**src/cmp_monitor_pkg.sv**
```systemverilog
// How it works
// - enable bits b0, b4 switch channels
// - monitor flags b3, b7 show result
// - two identical independent channel paths
// - result change raises channel request
// - input enable bits b2, b6 gate requests
// - both-edge bits b3, b7 select edges
// - enable register write may raise request
// - two-bit filter select per channel
// - filter needs three matching samples
// - request, level, polarity shared with pin
package cmp_monitor_pkg;

    // byte addresses of the registers on the bus
    localparam logic [11:0] CONTROL_ADDR      = 12'h1F8;
    localparam logic [11:0] FILTER_ADDR       = 12'h1FC;
    localparam logic [11:0] INPUT_ENABLE_ADDR = 12'h200;
    localparam logic [11:0] IRQ_CONTROL_ADDR  = 12'h204;
    localparam logic [11:0] IRQ_STATUS_ADDR   = 12'h208;
    localparam logic [11:0] IRQ_MASK_ADDR     = 12'h20C;

    // field positions in comparator_control
    localparam int CH1_ENABLE_BIT = 0;
    localparam int CH1_RESULT_BIT = 3;
    localparam int CH3_ENABLE_BIT = 4;
    localparam int CH3_RESULT_BIT = 7;
    localparam logic [7:0] CONTROL_WRITE_MASK = 8'h11;

    // field positions in external_input_enable
    localparam int PIN0_IRQ_EN_BIT = 0;
    localparam int PIN0_BOTH_BIT   = 1;
    localparam int CH1_IRQ_EN_BIT  = 2;
    localparam int CH1_BOTH_BIT    = 3;
    localparam int CH3_IRQ_EN_BIT  = 6;
    localparam int CH3_BOTH_BIT    = 7;
    localparam logic [7:0] INPUT_ENABLE_WRITE_MASK = 8'hCF;

    // filter select fields in input_filter_select
    localparam int CH1_FILTER_LSB = 2;
    localparam int CH3_FILTER_LSB = 6;
    localparam logic [7:0] FILTER_WRITE_MASK = 8'hCF;

    // irq_control_register layout, one per channel, shared with pin
    localparam int IRQ_LEVEL_LSB   = 0;
    localparam int IRQ_REQUEST_BIT = 3;
    localparam int IRQ_POLARITY_BIT = 4;

    // reset values
    localparam logic [7:0] CONTROL_RESET      = 8'h00;
    localparam logic [7:0] FILTER_RESET       = 8'h00;
    localparam logic [7:0] INPUT_ENABLE_RESET = 8'h00;
    localparam logic [7:0] IRQ_CONTROL_RESET  = 8'h00;

    // sampling prescale divisors for f8 and f32
    localparam int DIV_F8  = 8;
    localparam int DIV_F32 = 32;
    localparam int FILTER_MATCH_COUNT = 3;

    typedef enum logic [1:0]
    {
        FILTER_OFF = 2'b00,
        FILTER_F1  = 2'b01,
        FILTER_F8  = 2'b10,
        FILTER_F32 = 2'b11
    } filter_sel_t;

    // per-channel configuration bundle
    typedef struct packed
    {
        logic        enable;
        logic        irqEnable;
        logic        edgeBoth;
        logic        polarityRising;
        filter_sel_t filterSel;
    } channel_cfg_t;

endpackage : cmp_monitor_pkg

```
**src/cmp_channel.sv**
```systemverilog
`timescale 1ns/10ps
`default_nettype none
module cmp_channel
    import cmp_monitor_pkg::*;
(
    // clock and reset
    input  wire logic          sys_clk,
    input  wire logic          reset_n,
    // configuration
    input  wire channel_cfg_t  cfg,
    input  wire logic          tickF8,
    input  wire logic          tickF32,
    // analog comparator output, asynchronous
    input  wire logic          compOut,
    // results
    output logic               resultFlag,
    output logic               edgeEvent
);

    logic       syncStage1_reg;
    logic       syncStage2_reg;
    logic [1:0] sampleHist_reg;
    logic       level_reg;
    logic       sampleTick;
    logic       levelIn;
    logic       levelNext;

    always_ff @(posedge sys_clk or negedge reset_n)
    begin
        if (!reset_n)
        begin
            syncStage1_reg <= 1'b0;
            syncStage2_reg <= 1'b0;
        end
        else
        begin
            syncStage1_reg <= compOut;
            syncStage2_reg <= syncStage1_reg;
        end
    end

    assign levelIn = cfg.enable & syncStage2_reg;

    always_comb
    begin
        unique case (cfg.filterSel)
            FILTER_OFF: sampleTick = 1'b1;
            FILTER_F1:  sampleTick = 1'b1;
            FILTER_F8:  sampleTick = tickF8;
            FILTER_F32: sampleTick = tickF32;
        endcase
    end

    // accept level after three equal samples
    always_comb
    begin
        levelNext = level_reg;
        if (cfg.filterSel == FILTER_OFF)
            levelNext = levelIn;
        else if (sampleTick && sampleHist_reg[0] == levelIn && sampleHist_reg[1] == levelIn)
            levelNext = levelIn;
    end

    // sample history and accepted level
    always_ff @(posedge sys_clk or negedge reset_n)
    begin
        if (!reset_n)
        begin
            sampleHist_reg <= 2'b00;
            level_reg      <= 1'b0;
        end
        else
        begin
            if (sampleTick)
                sampleHist_reg <= {sampleHist_reg[0], levelIn};
            level_reg <= levelNext;
        end
    end

    // monitor flag shows the synchronized result, unfiltered
    assign resultFlag = levelIn;

    // one edge by polarity, or both edges
    always_comb
    begin
        edgeEvent = 1'b0;
        if (levelNext != level_reg)
        begin
            if (cfg.edgeBoth)
                edgeEvent = 1'b1;
            else
                edgeEvent = (levelNext == cfg.polarityRising);
        end
    end

endmodule : cmp_channel
`default_nettype wire

```
**src/cmp_monitor.sv**
```systemverilog
// The APB register port is this design's own decision.
`timescale 1ns/10ps
`default_nettype none
module cmp_monitor
    import cmp_monitor_pkg::*;
(
    // clock and reset
    input  wire logic        sys_clk,
    input  wire logic        reset_n,
    // apb slave
    input  wire logic        psel,
    input  wire logic        penable,
    input  wire logic        pwrite,
    input  wire logic [11:0] paddr,
    input  wire logic [31:0] pwdata,
    input  wire logic [3:0]  pstrb,
    output logic [31:0]      prdata,
    output logic             pready,
    output logic             pslverr,
    // analog comparator outputs
    input  wire logic        channel1CompOut,
    input  wire logic        channel3CompOut,
    // analog enables to the comparators
    output logic             channel1Enable,
    output logic             channel3Enable,
    // interrupt controller side
    output logic             channel1Request,
    output logic             channel3Request,
    output logic [2:0]       channel1Level,
    output logic [2:0]       channel3Level,
    output logic             irq
);

    logic [7:0]   control_reg;
    logic [7:0]   filter_reg;
    logic [7:0]   inputEnable_reg;
    logic [7:0]   irqCtl1_reg;
    logic [7:0]   irqCtl3_reg;
    logic [1:0]   status_reg;
    logic [1:0]   mask_reg;
    logic [4:0]   prescale_reg;
    logic         tickF8;
    logic         tickF32;
    logic         wrAccess;
    logic         wrLow;
    logic         enableWrite;
    logic         ch1Flag;
    logic         ch3Flag;
    logic         ch1Event;
    logic         ch3Event;
    logic         ch1Req;
    logic         ch3Req;
    logic         addrHit;
    channel_cfg_t cfg1;
    channel_cfg_t cfg3;

    // zero-wait slave; writes need byte lane 0
    assign pready   = 1'b1;
    assign wrAccess = psel & penable & pwrite;
    assign wrLow    = wrAccess & pstrb[0];
    assign addrHit  = (paddr == CONTROL_ADDR) || (paddr == FILTER_ADDR)
                   || (paddr == INPUT_ENABLE_ADDR) || (paddr == IRQ_CONTROL_ADDR)
                   || (paddr == IRQ_STATUS_ADDR) || (paddr == IRQ_MASK_ADDR);
    assign pslverr  = psel & penable & ~addrHit;

    // enable bits write; result bits read-only
    always_ff @(posedge sys_clk or negedge reset_n)
    begin
        if (!reset_n)
            control_reg <= CONTROL_RESET;
        else if (wrLow && paddr == CONTROL_ADDR)
            control_reg <= pwdata[7:0] & CONTROL_WRITE_MASK;
    end

    always_ff @(posedge sys_clk or negedge reset_n)
    begin
        if (!reset_n)
            filter_reg <= FILTER_RESET;
        else if (wrLow && paddr == FILTER_ADDR)
            filter_reg <= pwdata[7:0] & FILTER_WRITE_MASK;
    end

    assign enableWrite = wrLow && paddr == INPUT_ENABLE_ADDR;
    always_ff @(posedge sys_clk or negedge reset_n)
    begin
        if (!reset_n)
            inputEnable_reg <= INPUT_ENABLE_RESET;
        else if (enableWrite)
            inputEnable_reg <= pwdata[7:0] & INPUT_ENABLE_WRITE_MASK;
    end

    // shared sampling prescaler, free running for f8 and f32
    always_ff @(posedge sys_clk or negedge reset_n)
    begin
        if (!reset_n)
            prescale_reg <= 5'h00;
        else
            prescale_reg <= prescale_reg + 5'h01;
    end
    assign tickF8  = (prescale_reg[2:0] == 3'(DIV_F8 - 1));
    assign tickF32 = (prescale_reg == 5'(DIV_F32 - 1));

    assign cfg1.enable         = control_reg[CH1_ENABLE_BIT];
    assign cfg1.irqEnable      = inputEnable_reg[CH1_IRQ_EN_BIT];
    assign cfg1.edgeBoth       = inputEnable_reg[CH1_BOTH_BIT];
    assign cfg1.polarityRising = irqCtl1_reg[IRQ_POLARITY_BIT];
    assign cfg1.filterSel      = filter_sel_t'(filter_reg[CH1_FILTER_LSB +: 2]);
    assign cfg3.enable         = control_reg[CH3_ENABLE_BIT];
    assign cfg3.irqEnable      = inputEnable_reg[CH3_IRQ_EN_BIT];
    assign cfg3.edgeBoth       = inputEnable_reg[CH3_BOTH_BIT];
    assign cfg3.polarityRising = irqCtl3_reg[IRQ_POLARITY_BIT];
    assign cfg3.filterSel      = filter_sel_t'(filter_reg[CH3_FILTER_LSB +: 2]);

    cmp_channel u_channel1
    (
        .sys_clk    (sys_clk),
        .reset_n    (reset_n),
        .cfg        (cfg1),
        .tickF8     (tickF8),
        .tickF32    (tickF32),
        .compOut    (channel1CompOut),
        .resultFlag (ch1Flag),
        .edgeEvent  (ch1Event)
    );

    cmp_channel u_channel3
    (
        .sys_clk    (sys_clk),
        .reset_n    (reset_n),
        .cfg        (cfg3),
        .tickF8     (tickF8),
        .tickF32    (tickF32),
        .compOut    (channel3CompOut),
        .resultFlag (ch3Flag),
        .edgeEvent  (ch3Event)
    );

    // enable register write raises request when it sets a channel's input enable bit (b2, b6)
    assign ch1Req = (cfg1.irqEnable & ch1Event) | (enableWrite & pwdata[CH1_IRQ_EN_BIT]);
    assign ch3Req = (cfg3.irqEnable & ch3Event) | (enableWrite & pwdata[CH3_IRQ_EN_BIT]);

    // shared control: level, request, polarity; set wins over clear
    always_ff @(posedge sys_clk or negedge reset_n)
    begin
        if (!reset_n)
        begin
            irqCtl1_reg <= IRQ_CONTROL_RESET;
            irqCtl3_reg <= IRQ_CONTROL_RESET;
        end
        else
        begin
            if (wrLow && paddr == IRQ_CONTROL_ADDR)
            begin
                irqCtl1_reg <= {3'h0, pwdata[4:0]};
                irqCtl3_reg <= {3'h0, pwdata[12:8]};
            end
            if (ch1Req)
                irqCtl1_reg[IRQ_REQUEST_BIT] <= 1'b1;
            if (ch3Req)
                irqCtl3_reg[IRQ_REQUEST_BIT] <= 1'b1;
        end
    end

    // sticky status, write one to clear, set wins
    always_ff @(posedge sys_clk or negedge reset_n)
    begin
        if (!reset_n)
            status_reg <= 2'b00;
        else
        begin
            if (wrLow && paddr == IRQ_STATUS_ADDR)
                status_reg <= status_reg & ~pwdata[1:0];
            if (ch1Req)
                status_reg[0] <= 1'b1;
            if (ch3Req)
                status_reg[1] <= 1'b1;
        end
    end

    // interrupt mask register
    always_ff @(posedge sys_clk or negedge reset_n)
    begin
        if (!reset_n)
            mask_reg <= 2'b00;
        else if (wrLow && paddr == IRQ_MASK_ADDR)
            mask_reg <= pwdata[1:0];
    end

    assign irq = |(status_reg & mask_reg);

    // outputs to analog and interrupt controller
    assign channel1Enable  = control_reg[CH1_ENABLE_BIT];
    assign channel3Enable  = control_reg[CH3_ENABLE_BIT];
    assign channel1Request = irqCtl1_reg[IRQ_REQUEST_BIT];
    assign channel3Request = irqCtl3_reg[IRQ_REQUEST_BIT];
    assign channel1Level   = irqCtl1_reg[IRQ_LEVEL_LSB +: 3];
    assign channel3Level   = irqCtl3_reg[IRQ_LEVEL_LSB +: 3];

    // read mux with live monitor flags
    always_comb
    begin
        prdata = 32'h0000_0000;
        if (psel && !pwrite)
        begin
            unique case (paddr)
                CONTROL_ADDR:
                begin
                    prdata[7:0] = control_reg;
                    prdata[CH1_RESULT_BIT] = ch1Flag;
                    prdata[CH3_RESULT_BIT] = ch3Flag;
                end
                FILTER_ADDR:       prdata[7:0] = filter_reg;
                INPUT_ENABLE_ADDR: prdata[7:0] = inputEnable_reg;
                IRQ_CONTROL_ADDR:  prdata[15:0] = {irqCtl3_reg, irqCtl1_reg};
                IRQ_STATUS_ADDR:   prdata[1:0] = status_reg;
                IRQ_MASK_ADDR:     prdata[1:0] = mask_reg;
                default:           prdata = 32'h0000_0000;
            endcase
        end
    end

endmodule : cmp_monitor
`default_nettype wire

```
**config.mk**
```make
export PLATFORM = sky130hd
export DESIGN_NAME = cmp_monitor
export DESIGN_NICKNAME = d
export VERILOG_FILES = /design/src/cmp_monitor_pkg.sv /design/src/cmp_channel.sv /design/src/cmp_monitor.sv
export SDC_FILE = /design/constraint.sdc
export NUM_CORES = 1
export LEC_CHECK = 0
export ABC_AREA = 1
export BUFFER_PORTS_ARGS = -buffer_cell sky130_fd_sc_hd__buf_4
export CORE_MARGIN = 3
export CORE_UTILIZATION = 30
export CTS_BUF_LIST = sky130_fd_sc_hd__clkbuf_2
export DETAILED_ROUTE_END_ITERATION = 10
export MAX_ROUTING_LAYER = met4
export PLACE_DENSITY_LB_ADDON = 0.08
export RECOVER_POWER = 25
export SLEW_MARGIN = 20
export SYNTH_ARGS = -nofsm -noshare
export SYNTH_HDL_FRONTEND = slang
export SYNTH_SLANG_ARGS = --single-unit
```
**constraint.sdc**
```tcl
create_clock -name sys_clk -period 2.4 [get_ports sys_clk]
set_input_delay 0.24 -clock sys_clk [delete_from_list [all_inputs] [get_ports sys_clk]]
set_output_delay 0.24 -clock sys_clk [all_outputs]
set_load 0.05 [all_outputs]
```
==> out/results.ini <==
[place]
globalplace.congestion=0.796
pre_cts_ws_ns=0.477
io_buffers=55
hpwl_um=4660

[layout]
syn2layout_area_growth_pct=19.4
final_common_cell=nand2_1
most-common-layout-cells=nand2_1, buf_4, dfrtp_1
seq_area_um2=1080
antenna_cells=0
layout-drive-gt1-share_pct=26.0
nFillCells=870
nets=438
multiInputGateArea_um2=1150
fin_util_pct=37.9

[global_route]
grt.total_usage_pct=13.2
use_met2_pct=19.6
grt_pass1_vias=2006
busiest_layer=met2
met3_usage_pct=2.86
grt_pass1_wl_um=9890
grt_overflow=0
grtUsageMet1_pct=17.7
antenna_found_initial=0
grt_max_degree=44

[pwr]
power.density_nw_per_um2=442
p_leak_nw=1.57
ir_worst_vdd_uv=231

[detailed_routing]
viasPerCell=4.32
drc=0
ant_nets=0
drt_iter0_drc=74
wl_per_cell_um=12.4
finalWirelength_um=6000
vias=2088
first_pass_iters=4

[job]
maxCapViolCount=0

[clocking]
cts.path.max_buffers=2
cts_made_buffers=5
cts_tree=yes
cts-htree-levels=2
clk_pin_slew_ns=0.23
ctsRootBufferMaster=clkbuf_2
insertion_delay_ns=0.42
cts_sinks=43

[synthesis]
synth_compound_area_share_pct=8.06
synth_top_area_share_pct=42.5
synth_ff_type=dfrtp_1
async_flop_share_pct=100
synth_top_family_by_area=simple AND/OR/NAND/NOR gates
synth-xor-area-share_pct=0.346
synthAdderAreaFrac_pct=1.48
synth_edf_count=0
yosysSeqAreaShare_pct=42.5
yosys-top-cells-area=dfrtp_1, nand2_1, buf_4
ys_ff_latch=43
synth_area_um2=2530
muxShareOfSynthArea_pct=0.890
ys_types=27
ys.warnings.count=0
synth_simple_gate_area_share_pct=31.6
yosys.area.top_type=dfrtp_1
avgSynthCellArea_um2=7.76
synthCells=326

[timing]
fmax_mhz=520
worstMarginPinSlew_ns=1.08
finalSetupViolCount=0
fin_tns_setup_ns=0
slew_viol_final=0
slew_headroom_pct=28.0
rsz0062_at_grt=false
period_minus_slack_ns=1.92
finalCritPeriodShare_pct=80.1
clock_skew_ns=0.0141
setup_slack_ns=0.477
finalHoldViolCount=0

[die]
start_util_pct=31.8
die_h_um=97.9
fp.dieW_um=97.9
fp-row-count=32
io-pin-count=100
core_um2=7970
dieArea_um2=9580

[worst_setup_path]
crit_required_ns=2.16
arrival_ns=1.68
cp-end-kind=output port
worstSetupPathType=input port to output port
startpoint_type=input port
cp_max_fo=4

[run_status]
status=finished clean

[min_path]
hold_class=input port to flip-flop

final timing paths:
kind | startpoint | to | slack [ns] | cells past startpoint
max | paddr[1] | prdata[3] | 0.48 | 9
max in group asynchronous | reset_n | u_channel1.sampleHist_reg[1]$_DFFE_PN0N_ | 1.23 | 2
min reg2reg | u_channel3.syncStage1_reg$_DFF_PN0_ | u_channel3.syncStage2_reg$_DFF_PN0_ | 0.38 | 0
min in group asynchronous | reset_n | u_channel3.syncStage1_reg$_DFF_PN0_ | 0.51 | 2
min | pwdata[8] | irqCtl3_reg[0]$_DFFE_PN0P_ | 0.05 | 3
max reg2reg | prescale_reg[0]$_DFF_PN0_ | status_reg[0]$_DFFE_PN0P_ | 0.65 | 12
metrics by stage:
stage	hold slack, ns	power, mW	area, um^2	cells
after floorplan	-0.0556	0.874	2600	345
after global placement	0.280	0.915	2930	472
after detailed placement	0.277	0.915	2930	472
after CTS	0.0152	1.35	3020	483
after global routing	0.0143	1.39	3020	483
final	0.0500	1.34	3020	483
critical path, stage by stage:
cell,delay [ns]
buf_4,0.11
nor2_2,0.19
inv_2,0.07
nor3_4,0.28
nand2_4,0.12
a21oi_2,0.18
inv_2,0.10
nor2_1,0.16
buf_4,0.22
Yosys cell counts, types with 5 or more instances:
cell type,number
a21oi_1,9
o21ai_0,6
buf_4,27
nand3_1,30
inv_1,36
nor2_2,5
inv_2,6
nor2_1,21
nand2_1,83
dfrtp_1,43
o21ai_1,17
nor3_2,6
power by group:
part / internal, mW / switching, mW / leakage (nW)
combinational: 0.0424 / 0.131 / 0.991
sequential: 0.730 / 0.00141 / 0.541
clock: 0.177 / 0.255 / 0.0429
total: 0.949 / 0.387 / 1.57
per-layer routing:
layer / vias to the layer above / share of wire [%]
li1: 1096 / -
met1: 917 / 48
met2: 65 / 44
met3: 10 / 5.7
met4: 0 / 1.5
met5: - / 0
repair_timing:
item / in CTS / in global routing
hold buffers: 3 / 0
gates resized for setup: 0 / 0
setup endpoints to repair: 0 / 0
endpoints found under the hold margin: 45 / 0
setup buffers: 0 / 0
final cells by class:
cell class	instances	area share, %
repair buffers	58	14.6
flip-flops and latches	43	35.6
clock inverters	3	1.45
multi-input cells	230	38.1
well taps	102	4.22
clock buffers	5	0.828
inverters	42	5.22
cells by family (layout without fill, tap and decap cells):
family,after synthesis,in the layout
multiplexers,2,2
AO/OA/AOI/OAI,37,37
other,2,21
AND/OR/NAND/NOR,166,166
buffers and inverters,72,108
flip-flops,43,43
XOR/XNOR,1,1
adder cells (fa/ha/maj),3,3
(Power assumes the default switching activity.)
